### src/rtl/eeprom_cmd_pkg.sv
// constants for the serial eeprom write command block
// assumes a 250 MHz core clock that oversamples the serial pins
package eeprom_cmd_pkg;
  // array shape
  localparam int ADDR_W = 6;
  localparam int DATA_W = 16;
  localparam int WORDS  = 64;
  localparam logic [15:0] ERASED_WORD = 16'hFFFF;

  // serial clocks after the start bit for each command
  localparam logic [4:0] CNT_HDR      = 5'h08;
  localparam logic [4:0] CNT_WORD     = 5'h18;
  localparam logic [4:0] CNT_MODE_MIN = 5'h04;
  localparam logic [4:0] CNT_MAX      = 5'h1F;

  // opcode and sub-opcode codes
  localparam logic [1:0] OP_WRITE = 2'h1;
  localparam logic [1:0] OP_ERASE = 2'h3;
  localparam logic [1:0] OP_EXT   = 2'h0;
  localparam logic [1:0] SUB_OFF  = 2'h0;
  localparam logic [1:0] SUB_ALLW = 2'h1;
  localparam logic [1:0] SUB_ALLE = 2'h2;
  localparam logic [1:0] SUB_ON   = 2'h3;

  // programming time
  localparam int CLOCK_PERIOD_NS = 4;
  localparam int PROG_TIME_NS    = 8_000_000;
  localparam int PROG_CYCLES     = PROG_TIME_NS / CLOCK_PERIOD_NS;
  localparam int TIMER_W         = 21;

  // command sequencer states
  typedef enum logic [4:0] {
    ST_IDLE  = 5'h01,
    ST_WAIT  = 5'h02,
    ST_SHIFT = 5'h04,
    ST_PROG  = 5'h08,
    ST_READY = 5'h10
  } state_t;
endpackage : eeprom_cmd_pkg

### src/rtl/eeprom_cmd.sv
// command logic of a 3-wire serial eeprom: word and array write/erase,
// program enable/disable, supply-low lockout and clock-count monitor
// assumes all serial pins and the supply detector are asynchronous
`timescale 1ns/10ps

// How it works
// [RULE1] word write programs at chip select fall
// [RULE2] writes program data without prior erase
// [RULE3] wrong clock count cancels write commands
// [RULE4] word erase sets all sixteen bits
// [RULE5] erase has no data, starts at fall
// [RULE6] array write copies word to all addresses
// [RULE7] array erase sets whole array to ones
// [RULE8] enable command allows array changes
// [RULE9] disable command blocks array changes
// [RULE10] mode changes at chip select fall
// [RULE11] power-on or low supply disables, cancels
// [RULE12] host re-enables after supply dip
// [RULE13] host disables when not writing
// [RULE14] no programming starts while select high
// [RULE15] data out is a three-state driver
// [RULE16] disabled mode completes frame, no change
// [RULE17] programming ends within 8 ms, inputs ignored
// [RULE18] busy low, ready high on data out
// [RULE19] start bit is first clock with data high
// [RULE20] cancelled command leaves device ready
module eeprom_cmd #(
  parameter int PROG_CYCLES = eeprom_cmd_pkg::PROG_CYCLES
) (
  // core clock and reset
  input  wire logic        clock,
  input  wire logic        reset,
  // serial pins
  input  wire logic        chip_select,
  input  wire logic        serial_clock,
  input  wire logic        serial_data_in,
  output logic             data_out,
  output logic             data_out_oe,
  // supply detector, high while supply is too low
  input  wire logic        supply_low,
  // status and array observation
  output logic             program_enabled,
  output logic             busy,
  input  wire logic [5:0]  peek_addr,
  output logic      [15:0] peek_data
);

  ////////////////////////////////////////////////////////////////////
  // pin synchronisers
  logic [1:0] cs_sync_q, sclk_sync_q, sdin_sync_q, low_sync_q;
  logic       sclk_last_q;
  wire        cs_s   = cs_sync_q[1];
  wire        sclk_s = sclk_sync_q[1];
  wire        sdin_s = sdin_sync_q[1];
  wire        low_s  = low_sync_q[1];

  // two flops per pin, edge detect only on the second
  always_ff @(posedge clock) begin
    cs_sync_q   <= {cs_sync_q[0], chip_select};
    sclk_sync_q <= {sclk_sync_q[0], serial_clock};
    sdin_sync_q <= {sdin_sync_q[0], serial_data_in};
    low_sync_q  <= {low_sync_q[0], supply_low};
    sclk_last_q <= sclk_s;
  end

  wire sclk_rise = sclk_s & ~sclk_last_q;

  ////////////////////////////////////////////////////////////////////
  // state and datapath registers
  eeprom_cmd_pkg::state_t state_q, state_d;
  logic [4:0]                         cnt_q;
  logic [7:0]                         hdr_q;
  logic [15:0]                        shdata_q;
  logic [5:0]                         addr_q;
  logic [15:0]                        wdata_q;
  logic                               all_q;
  logic                               enabled_q;
  logic [eeprom_cmd_pkg::TIMER_W-1:0] timer_q;
  logic [15:0]                        mem_q [eeprom_cmd_pkg::WORDS];

  ////////////////////////////////////////////////////////////////////
  // command decode, valid at chip select fall in the shift state
  wire [4:0] hdr_sh   = 5'(eeprom_cmd_pkg::CNT_HDR - cnt_q);
  wire       hdr_full = cnt_q >= eeprom_cmd_pkg::CNT_HDR;
  wire [7:0] hdr_al   = hdr_full ? hdr_q : 8'(hdr_q << hdr_sh);
  wire [1:0] op       = hdr_al[7:6];
  wire [1:0] sub      = hdr_al[5:4];
  wire       cnt_word = cnt_q == eeprom_cmd_pkg::CNT_WORD;
  wire       cnt_hdr  = cnt_q == eeprom_cmd_pkg::CNT_HDR;
  wire       is_ext   = op == eeprom_cmd_pkg::OP_EXT;
  wire       op_wr    = op == eeprom_cmd_pkg::OP_WRITE;
  wire       op_er    = op == eeprom_cmd_pkg::OP_ERASE;
  wire       op_allw  = is_ext && sub == eeprom_cmd_pkg::SUB_ALLW;
  wire       op_alle  = is_ext && sub == eeprom_cmd_pkg::SUB_ALLE;
  // exact count only, over and under both cancel   see [RULE3]
  wire       cmd_wr   = op_wr && cnt_word;     // see [RULE1]
  wire       cmd_er   = op_er && cnt_hdr;      // see [RULE5]
  wire       cmd_allw = op_allw && cnt_word;   // see [RULE6]
  wire       cmd_alle = op_alle && cnt_hdr;    // see [RULE7]
  wire       cmd_any  = cmd_wr | cmd_er | cmd_allw | cmd_alle;
  wire       wr_class = op_wr | op_er | op_allw | op_alle;
  // address field is optional for the mode commands
  wire       mode_cnt = cnt_q >= eeprom_cmd_pkg::CNT_MODE_MIN && cnt_q <= eeprom_cmd_pkg::CNT_HDR;
  wire       cmd_on   = is_ext && sub == eeprom_cmd_pkg::SUB_ON && mode_cnt;
  wire       cmd_off  = is_ext && sub == eeprom_cmd_pkg::SUB_OFF && mode_cnt;
  wire       cs_fall  = state_q == eeprom_cmd_pkg::ST_SHIFT && !cs_s;
  // only a select fall with an exact, enabled command programs
  wire       prog_go  = cs_fall && cmd_any && enabled_q && !low_s; // see [RULE14] [RULE16]
  wire       commit   = state_q == eeprom_cmd_pkg::ST_PROG && timer_q == '0 && !low_s;
  wire       start    = cs_s && sclk_rise && sdin_s; // see [RULE19]
  wire       shifting = state_q == eeprom_cmd_pkg::ST_SHIFT && cs_s && sclk_rise;

  ////////////////////////////////////////////////////////////////////
  // sequencer; a cancelled command drops straight back to idle
  always_comb begin
    state_d = state_q;
    case (state_q)
      eeprom_cmd_pkg::ST_IDLE: begin
        if (cs_s) state_d = eeprom_cmd_pkg::ST_WAIT;
      end
      eeprom_cmd_pkg::ST_WAIT, eeprom_cmd_pkg::ST_READY: begin
        if (!cs_s) state_d = eeprom_cmd_pkg::ST_IDLE;
        else if (start) state_d = eeprom_cmd_pkg::ST_SHIFT; // see [RULE19]
      end
      eeprom_cmd_pkg::ST_SHIFT: begin
        if (!cs_s) begin
          state_d = prog_go ? eeprom_cmd_pkg::ST_PROG : eeprom_cmd_pkg::ST_IDLE; // see [RULE20]
        end
      end
      // serial pins are ignored until the timer runs out; low supply still aborts to idle
      eeprom_cmd_pkg::ST_PROG: begin
        if (timer_q == '0) state_d = eeprom_cmd_pkg::ST_READY; // see [RULE17]
      end
      default: state_d = eeprom_cmd_pkg::ST_IDLE;
    endcase
    if (low_s) state_d = eeprom_cmd_pkg::ST_IDLE; // see [RULE11]
  end

  always_ff @(posedge clock) begin
    if (reset) state_q <= eeprom_cmd_pkg::ST_IDLE;
    else state_q <= state_d;
  end

  ////////////////////////////////////////////////////////////////////
  // serial shifter: eight header bits, then the data word
  always_ff @(posedge clock) begin
    if (reset || state_d != eeprom_cmd_pkg::ST_SHIFT) begin
      cnt_q <= '0;
      hdr_q <= '0;
    end else if (shifting) begin
      if (cnt_q != eeprom_cmd_pkg::CNT_MAX) cnt_q <= cnt_q + 5'h01;
      if (!hdr_full) hdr_q <= {hdr_q[6:0], sdin_s};
    end
  end

  always_ff @(posedge clock) begin
    if (reset) shdata_q <= '0;
    else if (shifting && hdr_full) shdata_q <= {shdata_q[14:0], sdin_s};
  end

  ////////////////////////////////////////////////////////////////////
  // program mode; power-on and low supply force it off
  always_ff @(posedge clock) begin
    if (reset || low_s) enabled_q <= 1'b0;                // see [RULE11]
    else if (cs_fall && cmd_on) enabled_q <= 1'b1;        // see [RULE8] [RULE10]
    else if (cs_fall && cmd_off) enabled_q <= 1'b0;       // see [RULE9] [RULE10]
  end

  ////////////////////////////////////////////////////////////////////
  // latch the operation and run the programming timer
  always_ff @(posedge clock) begin
    if (reset) begin
      addr_q  <= '0;
      wdata_q <= '0;
      all_q   <= 1'b0;
      timer_q <= '0;
    end else if (prog_go) begin
      addr_q  <= hdr_al[5:0];
      // erase forces ones, write takes data as given   see [RULE2] [RULE4]
      wdata_q <= (cmd_er | cmd_alle) ? eeprom_cmd_pkg::ERASED_WORD : shdata_q;
      all_q   <= cmd_allw | cmd_alle;
      timer_q <= eeprom_cmd_pkg::TIMER_W'(PROG_CYCLES - 1); // see [RULE17]
    end else if (state_q == eeprom_cmd_pkg::ST_PROG && timer_q != '0) begin
      timer_q <= timer_q - 1'b1;
    end
  end

  // array cells are nonvolatile, so reset leaves them alone
  always_ff @(posedge clock) begin
    if (commit) begin
      if (all_q) begin
        for (int i = 0; i < eeprom_cmd_pkg::WORDS; i++) mem_q[i] <= wdata_q; // see [RULE6] [RULE7]
      end else begin
        mem_q[addr_q] <= wdata_q; // see [RULE1] [RULE4]
      end
    end
  end

  ////////////////////////////////////////////////////////////////////
  // data out: low while busy, high once ready, released on start bit
  wire in_prog  = state_q == eeprom_cmd_pkg::ST_PROG;
  wire in_ready = state_q == eeprom_cmd_pkg::ST_READY;
  wire oe_d     = cs_s && (in_prog || (in_ready && !start)); // see [RULE15] [RULE18]

  always_ff @(posedge clock) begin
    if (reset) begin
      data_out        <= 1'b0;
      data_out_oe     <= 1'b0;
      program_enabled <= 1'b0;
      busy            <= 1'b0;
      peek_data       <= '0;
    end else begin
      data_out        <= in_ready; // see [RULE18]
      data_out_oe     <= oe_d;
      program_enabled <= enabled_q;
      busy            <= in_prog;
      peek_data       <= mem_q[peek_addr];
    end
  end

  ////////////////////////////////////////////////////////////////////
  // checks
  AST_COUNT_CANCEL: // see [RULE3]
    assert property (@(posedge clock) disable iff (reset)
      (cs_fall && wr_class && !cmd_any) |=> state_q == eeprom_cmd_pkg::ST_IDLE)
    else $error("miscounted write command was not cancelled");

  AST_DISABLED_NO_PROG: // see [RULE16]
    assert property (@(posedge clock) disable iff (reset)
      (cs_fall && !enabled_q) |=> !busy ##1 !busy)
    else $error("programming started in disabled mode");

  AST_PROG_ON_FALL: // see [RULE14]
    assert property (@(posedge clock) disable iff (reset)
      (state_q == eeprom_cmd_pkg::ST_PROG && $past(state_q) != eeprom_cmd_pkg::ST_PROG)
        |-> $past(cs_sync_q[1], 1) == 1'b0 && $past(cmd_any) && $past(enabled_q))
    else $error("programming began without a valid select fall");

  AST_BUSY_LOW: // see [RULE18]
    assert property (@(posedge clock) disable iff (reset)
      (in_prog && cs_s) |=> data_out_oe && !data_out)
    else $error("data out not low while busy");

  AST_READY_HIGH: // see [RULE18]
    assert property (@(posedge clock) disable iff (reset)
      (in_ready && cs_s && !start) |=> data_out_oe && data_out)
    else $error("data out not high once ready");

  AST_ENABLE_CMD: // see [RULE8]
    assert property (@(posedge clock) disable iff (reset)
      (cs_fall && cmd_on && !low_s) |=> enabled_q ##1 program_enabled)
    else $error("enable command did not take effect");

  AST_LOW_DISABLES: // see [RULE11]
    assert property (@(posedge clock) disable iff (reset)
      low_s |=> !enabled_q && state_q == eeprom_cmd_pkg::ST_IDLE)
    else $error("low supply left device enabled or active");

  AST_PROG_ENDS: // see [RULE17]
    assert property (@(posedge clock) disable iff (reset)
      (in_prog && timer_q == '0) |=> !in_prog)
    else $error("programming did not end at timer expiry");

  AST_DUMMY_CLOCK: // see [RULE19]
    assert property (@(posedge clock) disable iff (reset)
      (state_q == eeprom_cmd_pkg::ST_WAIT && cs_s && sclk_rise && !sdin_s && !low_s)
        |=> state_q == eeprom_cmd_pkg::ST_WAIT)
    else $error("dummy clock taken as start bit");

  AST_WORD_WRITTEN: // see [RULE1]
    assert property (@(posedge clock) disable iff (reset)
      (commit && !all_q) |=> mem_q[$past(addr_q)] == $past(wdata_q))
    else $error("word not programmed with latched data");

  AST_ARRAY_WRITTEN: // see [RULE6]
    assert property (@(posedge clock) disable iff (reset)
      (commit && all_q) |=> mem_q[0] == $past(wdata_q) && mem_q[63] == $past(wdata_q))
    else $error("array not filled");

  AST_WRITE_DATA: // see [RULE2]
    assert property (@(posedge clock) disable iff (reset)
      (prog_go && (cmd_wr || cmd_allw)) |=> wdata_q == $past(shdata_q))
    else $error("write did not latch the shifted data word");

  AST_ERASE_ONES: // see [RULE4]
    assert property (@(posedge clock) disable iff (reset)
      (prog_go && (cmd_er || cmd_alle)) |=> wdata_q == eeprom_cmd_pkg::ERASED_WORD)
    else $error("erase did not load the all-ones word");

  AST_DISABLE_CMD: // see [RULE9]
    assert property (@(posedge clock) disable iff (reset)
      (cs_fall && cmd_off) |=> !enabled_q ##1 !program_enabled)
    else $error("disable command did not take effect");

  AST_MODE_HOLDS: // see [RULE10]
    assert property (@(posedge clock) disable iff (reset)
      (!cs_fall && !low_s) |=> $stable(enabled_q))
    else $error("program mode changed without a select fall");

  AST_CANCEL_READY: // see [RULE20]
    assert property (@(posedge clock) disable iff (reset)
      (cs_fall && !prog_go) |=> state_q == eeprom_cmd_pkg::ST_IDLE ##1 !busy)
    else $error("cancelled command entered the busy period");

  AST_OE_DESELECT: // see [RULE15]
    assert property (@(posedge clock) disable iff (reset)
      !cs_s |=> !data_out_oe)
    else $error("data out driven while deselected");

endmodule : eeprom_cmd

### config.mk
export PLATFORM = sky130hd
export DESIGN_NAME = eeprom_cmd
export DESIGN_NICKNAME = d
export VERILOG_FILES = /design/src/rtl/eeprom_cmd_pkg.sv /design/src/rtl/eeprom_cmd.sv
export SDC_FILE = /design/constraint.sdc
export NUM_CORES = 1
export LEC_CHECK = 0
export BUFFER_PORTS_ARGS = -buffer_cell sky130_fd_sc_hd__buf_2
export CORE_MARGIN = 2
export CORE_UTILIZATION = 60
export DETAILED_ROUTE_END_ITERATION = 8
export GPL_TIMING_DRIVEN = 1
export PLACE_DENSITY = 0.76
export REMOVE_ABC_BUFFERS = 1
export SYNTH_ARGS = -nofsm -noshare
export SYNTH_HDL_FRONTEND = slang
export SYNTH_SLANG_ARGS = --single-unit
### constraint.sdc
create_clock -name clock -period 4.93 [get_ports clock]
set_clock_uncertainty 0.15 [all_clocks]
set_input_delay 0.986 -clock clock [delete_from_list [all_inputs] [get_ports clock]]
set_output_delay 0.986 -clock clock [all_outputs]
set_load 0.01 [all_outputs]
==> results by group, run 1 <==
Synthesis
  • Mapped Area: 43960 um^2
  • Synth cell types: 65
  • Register bit total from synthesis: 1132
  • Post-synth EDFFs: 1024
  • Avg Inst Size Synth: 21.16 um^2
  • Cell taking the most area after synthesis: edfxtp_1
  • Count leader, synth: edfxtp_1
  • Syn Inst Count: 2078
  • Post-synthesis sequential area ratio: 0.7486
  • Top cell type's share of synthesized area: 0.6994
  • Most common flop cell mapped by yosys: edfxtp_1
  • Post-synth ARST share: 0
  • Synth area leaders: edfxtp_1 (70%), mux4_2 (17%), dfxtp_1 (4.9%)
  • Top post-synthesis cells by count: edfxtp_1 (1024), mux4_2 (336), nor2_1 (118)
  • YS warnings: 0

Placement
  • IO Port Bufs: 31
  • Placement Setup Slack: 0.5729 ns
  • DP Wirelength: 53.53 mm
  • Placer Congestion: 0.8613

Hold path
  • Number of cells on the worst hold path: 0
  • Min-delay src: sdin_sync_q[0]
  • Hold Crit Class: reg2reg
  • Endpoint, Worst Hold: sdin_sync_q[1]

Setup path
  • Crit path capture type: flop
  • Setup CP Type: reg2reg
  • R2R cell count: 9
  • Worst setup SP type: flop
  • FF-to-FF setup slack: 0.51 ns
  • CP Max Fanout: 19
  • Worst r2r src: cnt_q[0]
  • Reg-to-Reg End: wdata_q[6]
  • Crit path DAT: 4.87 ns
  • WP data required: 5.37 ns

Clock tree
  • CTS sink count: 1132
  • Worst-Skew Late Latency: 0.66 ns
  • Post-CTS Hold Fix Bufs: 0
  • CTS clock-pin slew for the worst setup and hold paths: 0.06 ns
  • CTS resizes: 0
  • Bufs on Longest Clock Path: 3
  • CTS tree: built
  • H-tree Lvls: 3
  • CTS buffer count: 107
  • Post-CTS Setup Inserts: 0
  • CTS root buffer: clkbuf_16

Detailed routing
  • WL/cell: 29.87 um
  • Drt pass-1 iters: 7
  • Remaining DRCs: 0
  • 1st-iter DRT viols: 2508
  • Post-route ant nets: 0
  • Vias per cell: 6.562
  • Final wirelength: 96.76 mm
  • Via count: 21260

STA
  • Worst slew margin: 0.06908
  • Final setup margin: 0.5051 ns
  • RSZ-0062 raised after global routing: no
  • Final hold slack: 0.1755 ns
  • Fin crit period: 4.425 ns
  • Final TNS setup: 0 ns
  • Final worst path period share: 0.8976
  • Fin. max-slew vios: 0
  • Achievable Freq: 0.2260 GHz
  • Slew @ Worst Pin: 1.396 ns
  • Final Hold Viols: 0
  • Final setup viols: 0

Pwr
  • PwrDens: 377.3 nW/um^2
  • Leak pwr: 12.82 nW
  • Power Total: 18.52 mW
  • VDD IR max: 0.2974 mV

Die
  • CORE AREA: 72710 um^2
  • Die Y: 274.7 um
  • Std-Cell Rows: 99
  • Die width: 274.7 um
  • I/O pin count: 32
  • Die Footprint: 75450 um^2
  • Initial Utilization: 0.6046

Global routing
  • Largest net degree at the start of global routing: 66
  • Number of global-route vias before repair: 21500
  • Gr usage total: 0.2636
  • Initial antenna violation count: 6
  • GRT overflow: 0
  • First-pass GRT wire length: 142.7 mm

Finish
  • Layout Area Growth over Synthesis: 11.62%
  • Share of post-route cells with drive strength above 1: 0.2864
  • Nets@finish: 2204

Job
  • Max Cap Viol: 0

Outcome
  • Status: finished clean
-- area by class of cell --
cell class	count	area [um^2]
antenna	1	2.502
timing repair buffer	127	1023
clock buffer	154	2969
tap	959	1200
inverter	12	45.04
sequential	1132	32930
clock inverter	48	401.6
multi-input combinational	807	10500
fill	4347	23640
-- worst max-delay path, cell delays in order (launching register included) --
cell      delay [ns]
dfxtp_1         0.77
inv_1           0.23
ha_1            0.58
mux2_1          0.39
o2111a_1        0.25
a222oi_1        0.67
and4_1          0.40
o31a_1          0.41
buf_4           0.29
o221a_1         0.20
-- metal layers --
| metal | part of all wire | GRT usage | up-vias | wire length [um] |
|---|---|---|---|---|
| li1 | - | - | 8872 | - |
| met1 | 0.37 | 0.3670 | 11120 | 36110 |
| met2 | 0.51 | 0.4422 | 1116 | 49540 |
| met3 | 0.092 | 0.04155 | 149 | 8866 |
| met4 | 0.022 | 0.07194 | 8 | 2166 |
| met5 | 0.00089 | 0.005013 | - | 86 |
-- report_power, final --
group / leakage [nW] / internal [mW] / switching (mW)
sequential: 7.94 / 10.3 / 0.00923
combinational: 3.22 / 0.140 / 0.187
clock: 1.66 / 4.45 / 3.41
-- per-stage QoR --
| step | instance area (um^2) | cells | util |
|---|---|---|---|
| after floorplan | 43450 | 1951 | - |
| after global placement | 45700 | 3037 | 0.6285 |
| after detailed placement | 45700 | 3037 | 0.6285 |
| after CTS | 49070 | 3239 | 0.6749 |
| after global routing | 49070 | 3239 | 0.6749 |
| final | 49070 | 3240 | 0.6749 |
-- registers in the layout (all words and copies together), names as in the netlist --
register / cells
peek_data: 16
program_enabled: 1
wdata_q: 16
state_q: 5
low_sync_q: 2
data_out: 1
shdata_q: 16
timer_q: 21
enabled_q: 1
mem_q: 1024
sclk_last_q: 1
busy: 1
hdr_q: 8
data_out_oe: 1
sdin_sync_q: 2
sclk_sync_q: 2
cnt_q: 5
all_q: 1
addr_q: 6
cs_sync_q: 2
-- layout by cell type, fill, tap and decap left out, drive strengths merged, types with 5 or more instances in the layout --
| cell type | n |
|---|---|
| or3 | 7 |
| dfxtp | 108 |
| nor4 | 12 |
| inv | 16 |
| nand3b | 5 |
| a21oi | 88 |
| mux2i | 35 |
| clkbuf | 154 |
| xnor2 | 23 |
| o221a | 16 |
| buf | 127 |
| clkinv | 36 |
| nor3b | 7 |
| bufinv | 5 |
| edfxtp | 1024 |
| nand3 | 11 |
| o21ai | 9 |
| nor2b | 8 |
| nand2 | 33 |
| mux4 | 336 |
| and2 | 16 |
| ha | 5 |
| nor3 | 22 |
| nor2 | 118 |
-- worst max-delay path by stage --
stage                        start           to  cells after the start
final                     cnt_q[0]   wdata_q[6]                      9
after global routing      cnt_q[0]  wdata_q[14]                      9
after CTS                 cnt_q[0]   wdata_q[6]                      9
after detailed placement  cnt_q[0]   wdata_q[6]                      9
after global placement    cnt_q[0]    addr_q[4]                      9
after floorplan           cnt_q[0]    addr_q[5]                      8
-- cells by family (layout without fill, tap and decap cells) --
family                     Yosys count  in the layout  synth area share
buffers and inverters              139            341           0.01264
and+or+nand+nor                    260            260           0.02874
xor gates and xnor gates            26             26          0.005180
DFF                               1132           1132            0.7486
other                                0              1                 0
AOI/OAI and AO/OA                  141            141           0.02231
adders and majority gates            5              5          0.001423
muxes                              375            375            0.1811
(Power assumes the default switching activity.)
==> run 2, diff against run 1 <==
--- a/config.mk
+++ b/config.mk
@@ -6,11 +6,11 @@
 export NUM_CORES = 1
 export LEC_CHECK = 0
 export BUFFER_PORTS_ARGS = -buffer_cell sky130_fd_sc_hd__buf_2
-export CORE_MARGIN = 2
+export CORE_MARGIN = 4
 export CORE_UTILIZATION = 60
 export DETAILED_ROUTE_END_ITERATION = 8
 export GPL_TIMING_DRIVEN = 1
-export PLACE_DENSITY = 0.76
+export PLACE_DENSITY = 0.78
 export REMOVE_ABC_BUFFERS = 1
 export SYNTH_ARGS = -nofsm -noshare
 export SYNTH_HDL_FRONTEND = slang
==> run 2 against run 1 <==
  * Via count increased by 3.7%
  * Routed wire length up 6.8%
  * Sequential power is essentially flat
  * Largest cell class unchanged
==> results by group, run 2 (synthesized netlist as in run 1, its figures left out) <==
Setup path
  • R2R cell count: 9 (unchanged)
  • Worst setup SP type: flop (unchanged)
  • CP Max Fanout: 19 (unchanged)
  • WP data required: 5.38 ns (was 5.37 ns)
  • Worst r2r src: cnt_q[0] (unchanged)
  • Setup CP Type: reg2reg (unchanged)
  • Reg-to-Reg End: wdata_q[5] (was wdata_q[6])
  • FF-to-FF setup slack: 0.41 ns (was 0.51 ns)
  • Crit path capture type: flop (unchanged)
  • Crit path DAT: 4.97 ns (was 4.87 ns)

Pwr
  • VDD IR max: 0.3686 mV (was 0.2974 mV)
  • Leak pwr: 12.84 nW (was 12.82 nW)
  • PwrDens: 375.3 nW/um^2 (was 377.3 nW/um^2)
  • Power Total: 18.42 mW (was 18.52 mW)

Finish
  • Most frequent cells in the layout: edfxtp_1 (1024), mux4_2 (336), nor2_1 (118) (unchanged)
  • Register bank with the most flops: mem_q (unchanged)
  • Share of post-route cells with drive strength above 1: 0.2881 (was 0.2864)
  • Commonest non-fill, non-tap cell in the layout: edfxtp_1 (unchanged)
  • Max FFs per register: 1024 (unchanged)
  • Layout Area Growth over Synthesis: 11.65% (was 11.62%)
  • Antenna Cells: 0 (was 1)
  • Top flop regs: mem_q (1024), timer_q (21) (unchanged)
  • Fillers: 4245 (was 4347)
  • Nets@finish: 2217 (was 2204)

Detailed routing
  • Final wirelength: 103.4 mm (was 96.76 mm)
  • Post-route ant nets: 0 (unchanged)
  • Drt pass-1 iters: 8 (was 7)
  • Vias per cell: 6.802 (was 6.562)
  • Via count: 22050 (was 21260)
  • Remaining DRCs: 0 (unchanged)
  • 1st-iter DRT viols: 3321 (was 2508)
  • WL/cell: 31.90 um (was 29.87 um)

Die
  • Die width: 278.7 um (was 274.7 um)
  • CORE AREA: 72100 um^2 (was 72710 um^2)
  • I/O pin count: 32 (unchanged)
  • Die Y: 278.7 um (was 274.7 um)
  • Initial Utilization: 0.6098 (was 0.6046)
  • Std-Cell Rows: 98 (was 99)
  • Die Footprint: 77670 um^2 (was 75450 um^2)

Global routing
  • Initial antenna violation count: 6 (unchanged)
  • Number of global-route vias before repair: 22420 (was 21500)
  • Largest net degree at the start of global routing: 66 (unchanged)
  • First-pass GRT wire length: 153.9 mm (was 142.7 mm)
  • Gr usage total: 0.2709 (was 0.2636)
  • GRT overflow: 0 (unchanged)

STA
  • RSZ-0062 raised after global routing: no (unchanged)
  • Slew @ Worst Pin: 1.419 ns (was 1.396 ns)
  • Final setup margin: 0.4058 ns (was 0.5051 ns)
  • Final TNS setup: 0 ns (unchanged)
  • Fin crit period: 4.524 ns (was 4.425 ns)
  • Final Hold Viols: 0 (unchanged)
  • Final worst path period share: 0.9177 (was 0.8976)
  • Achievable Freq: 0.2210 GHz (was 0.2260 GHz)
  • Worst slew margin: 0.05379 (was 0.06908)
  • Final setup viols: 0 (unchanged)
  • Fin. max-slew vios: 0 (unchanged)

Placement
  • IO Port Bufs: 31 (unchanged)
  • DP Wirelength: 55.89 mm (was 53.53 mm)
  • Placer Congestion: 0.8602 (was 0.8613)
  • Placement Setup Slack: 0.5509 ns (was 0.5729 ns)

Clock tree
  • CTS tree: built (unchanged)
  • CTS resizes: 0 (unchanged)
  • Worst-Skew Late Latency: 0.67 ns (was 0.66 ns)
  • CTS clock-pin slew for the worst setup and hold paths: 0.06 ns (about the same)
  • CTS root buffer: clkbuf_16 (unchanged)
  • Post-CTS Setup Inserts: 0 (unchanged)
  • Bufs on Longest Clock Path: 3 (unchanged)
  • CTS sink count: 1132 (unchanged)
  • Post-CTS Hold Fix Bufs: 0 (unchanged)
  • CTS buffer count: 108 (was 107)
  • H-tree Lvls: 3 (unchanged)

Hold path
  • Hold Crit Class: reg2reg (unchanged)
  • Min-delay src: sdin_sync_q[0] (unchanged)
  • Endpoint, Worst Hold: sdin_sync_q[1] (unchanged)
  • Number of cells on the worst hold path: 0 (unchanged)

Outcome
  • Status: finished clean (unchanged)

Job
  • Max Cap Viol: 0 (unchanged)
[run 2: cell count changes in the layout (fill, tap and decap cells not counted), sizes merged]
cell and delta:
buf +12, clkbuf -10, clkinvlp +1, clkinv +9, bufinv -2, inv +1
diode -1
[run 2: per-layer routing]
layer	share of wire	up-vias	global-route usage
met5	0.00066	-	0
met4	0.030	10	0.08110
met3	0.11	218	0.05870
met2	0.50	1418	0.4439
met1	0.36	11510	0.3758
li1	-	8889	-
[run 2: final cells by class]
class	count	area, um^2	area share
inverters	12	45.04	0.0009176
clock buffers	144	2899	0.05906
flip-flops and latches	1132	32930	0.6709
well taps	950	1189	0.02422
multi-input cells	807	10500	0.2139
clock inverters	57	381.6	0.007774
repair buffers	139	1139	0.02320
[run 2: worst max-delay path by stage]
stage	from	end	slack (ns)	cells past startpoint
3_5_place_dp	cnt_q[0]	wdata_q[10]	0.55	9
4_1_cts	cnt_q[0]	wdata_q[10]	0.51	9
6_report	cnt_q[0]	wdata_q[5]	0.41	9
2_1_floorplan	cnt_q[0]	addr_q[5]	0.87	8
3_3_place_gp	cnt_q[0]	addr_q[4]	0.76	9
5_1_grt	cnt_q[0]	wdata_q[6]	0.17	9
[run 2: worst max-delay path, cell delays in order (launching register included)]
cell and delay [ns]:
dfxtp_1 0.76, inv_1 0.23, ha_1 0.59, mux2_1 0.40
o2111a_1 0.26, a222oi_1 0.71, and4_1 0.40, o31a_1 0.42
buf_4 0.31, o221a_1 0.22
[run 2: per-stage QoR]
step | utilization | area [um^2] | hold slack (ns) | cells
floorplan | - | 43450 | 0.1596 | 1951
global placement | 0.6353 | 45810 | 0.1628 | 3040
detailed placement | 0.6353 | 45810 | 0.1621 | 3040
CTS | 0.6808 | 49090 | 0.1757 | 3241
global route | 0.6808 | 49090 | 0.1862 | 3241
finish | 0.6808 | 49090 | 0.1754 | 3241
[run 2: where the power goes]
part	total (mW)	switching (mW)	internal [mW]
clock network	7.76	3.47	4.29
registers	10.3	0.0116	10.3
logic	0.342	0.194	0.148
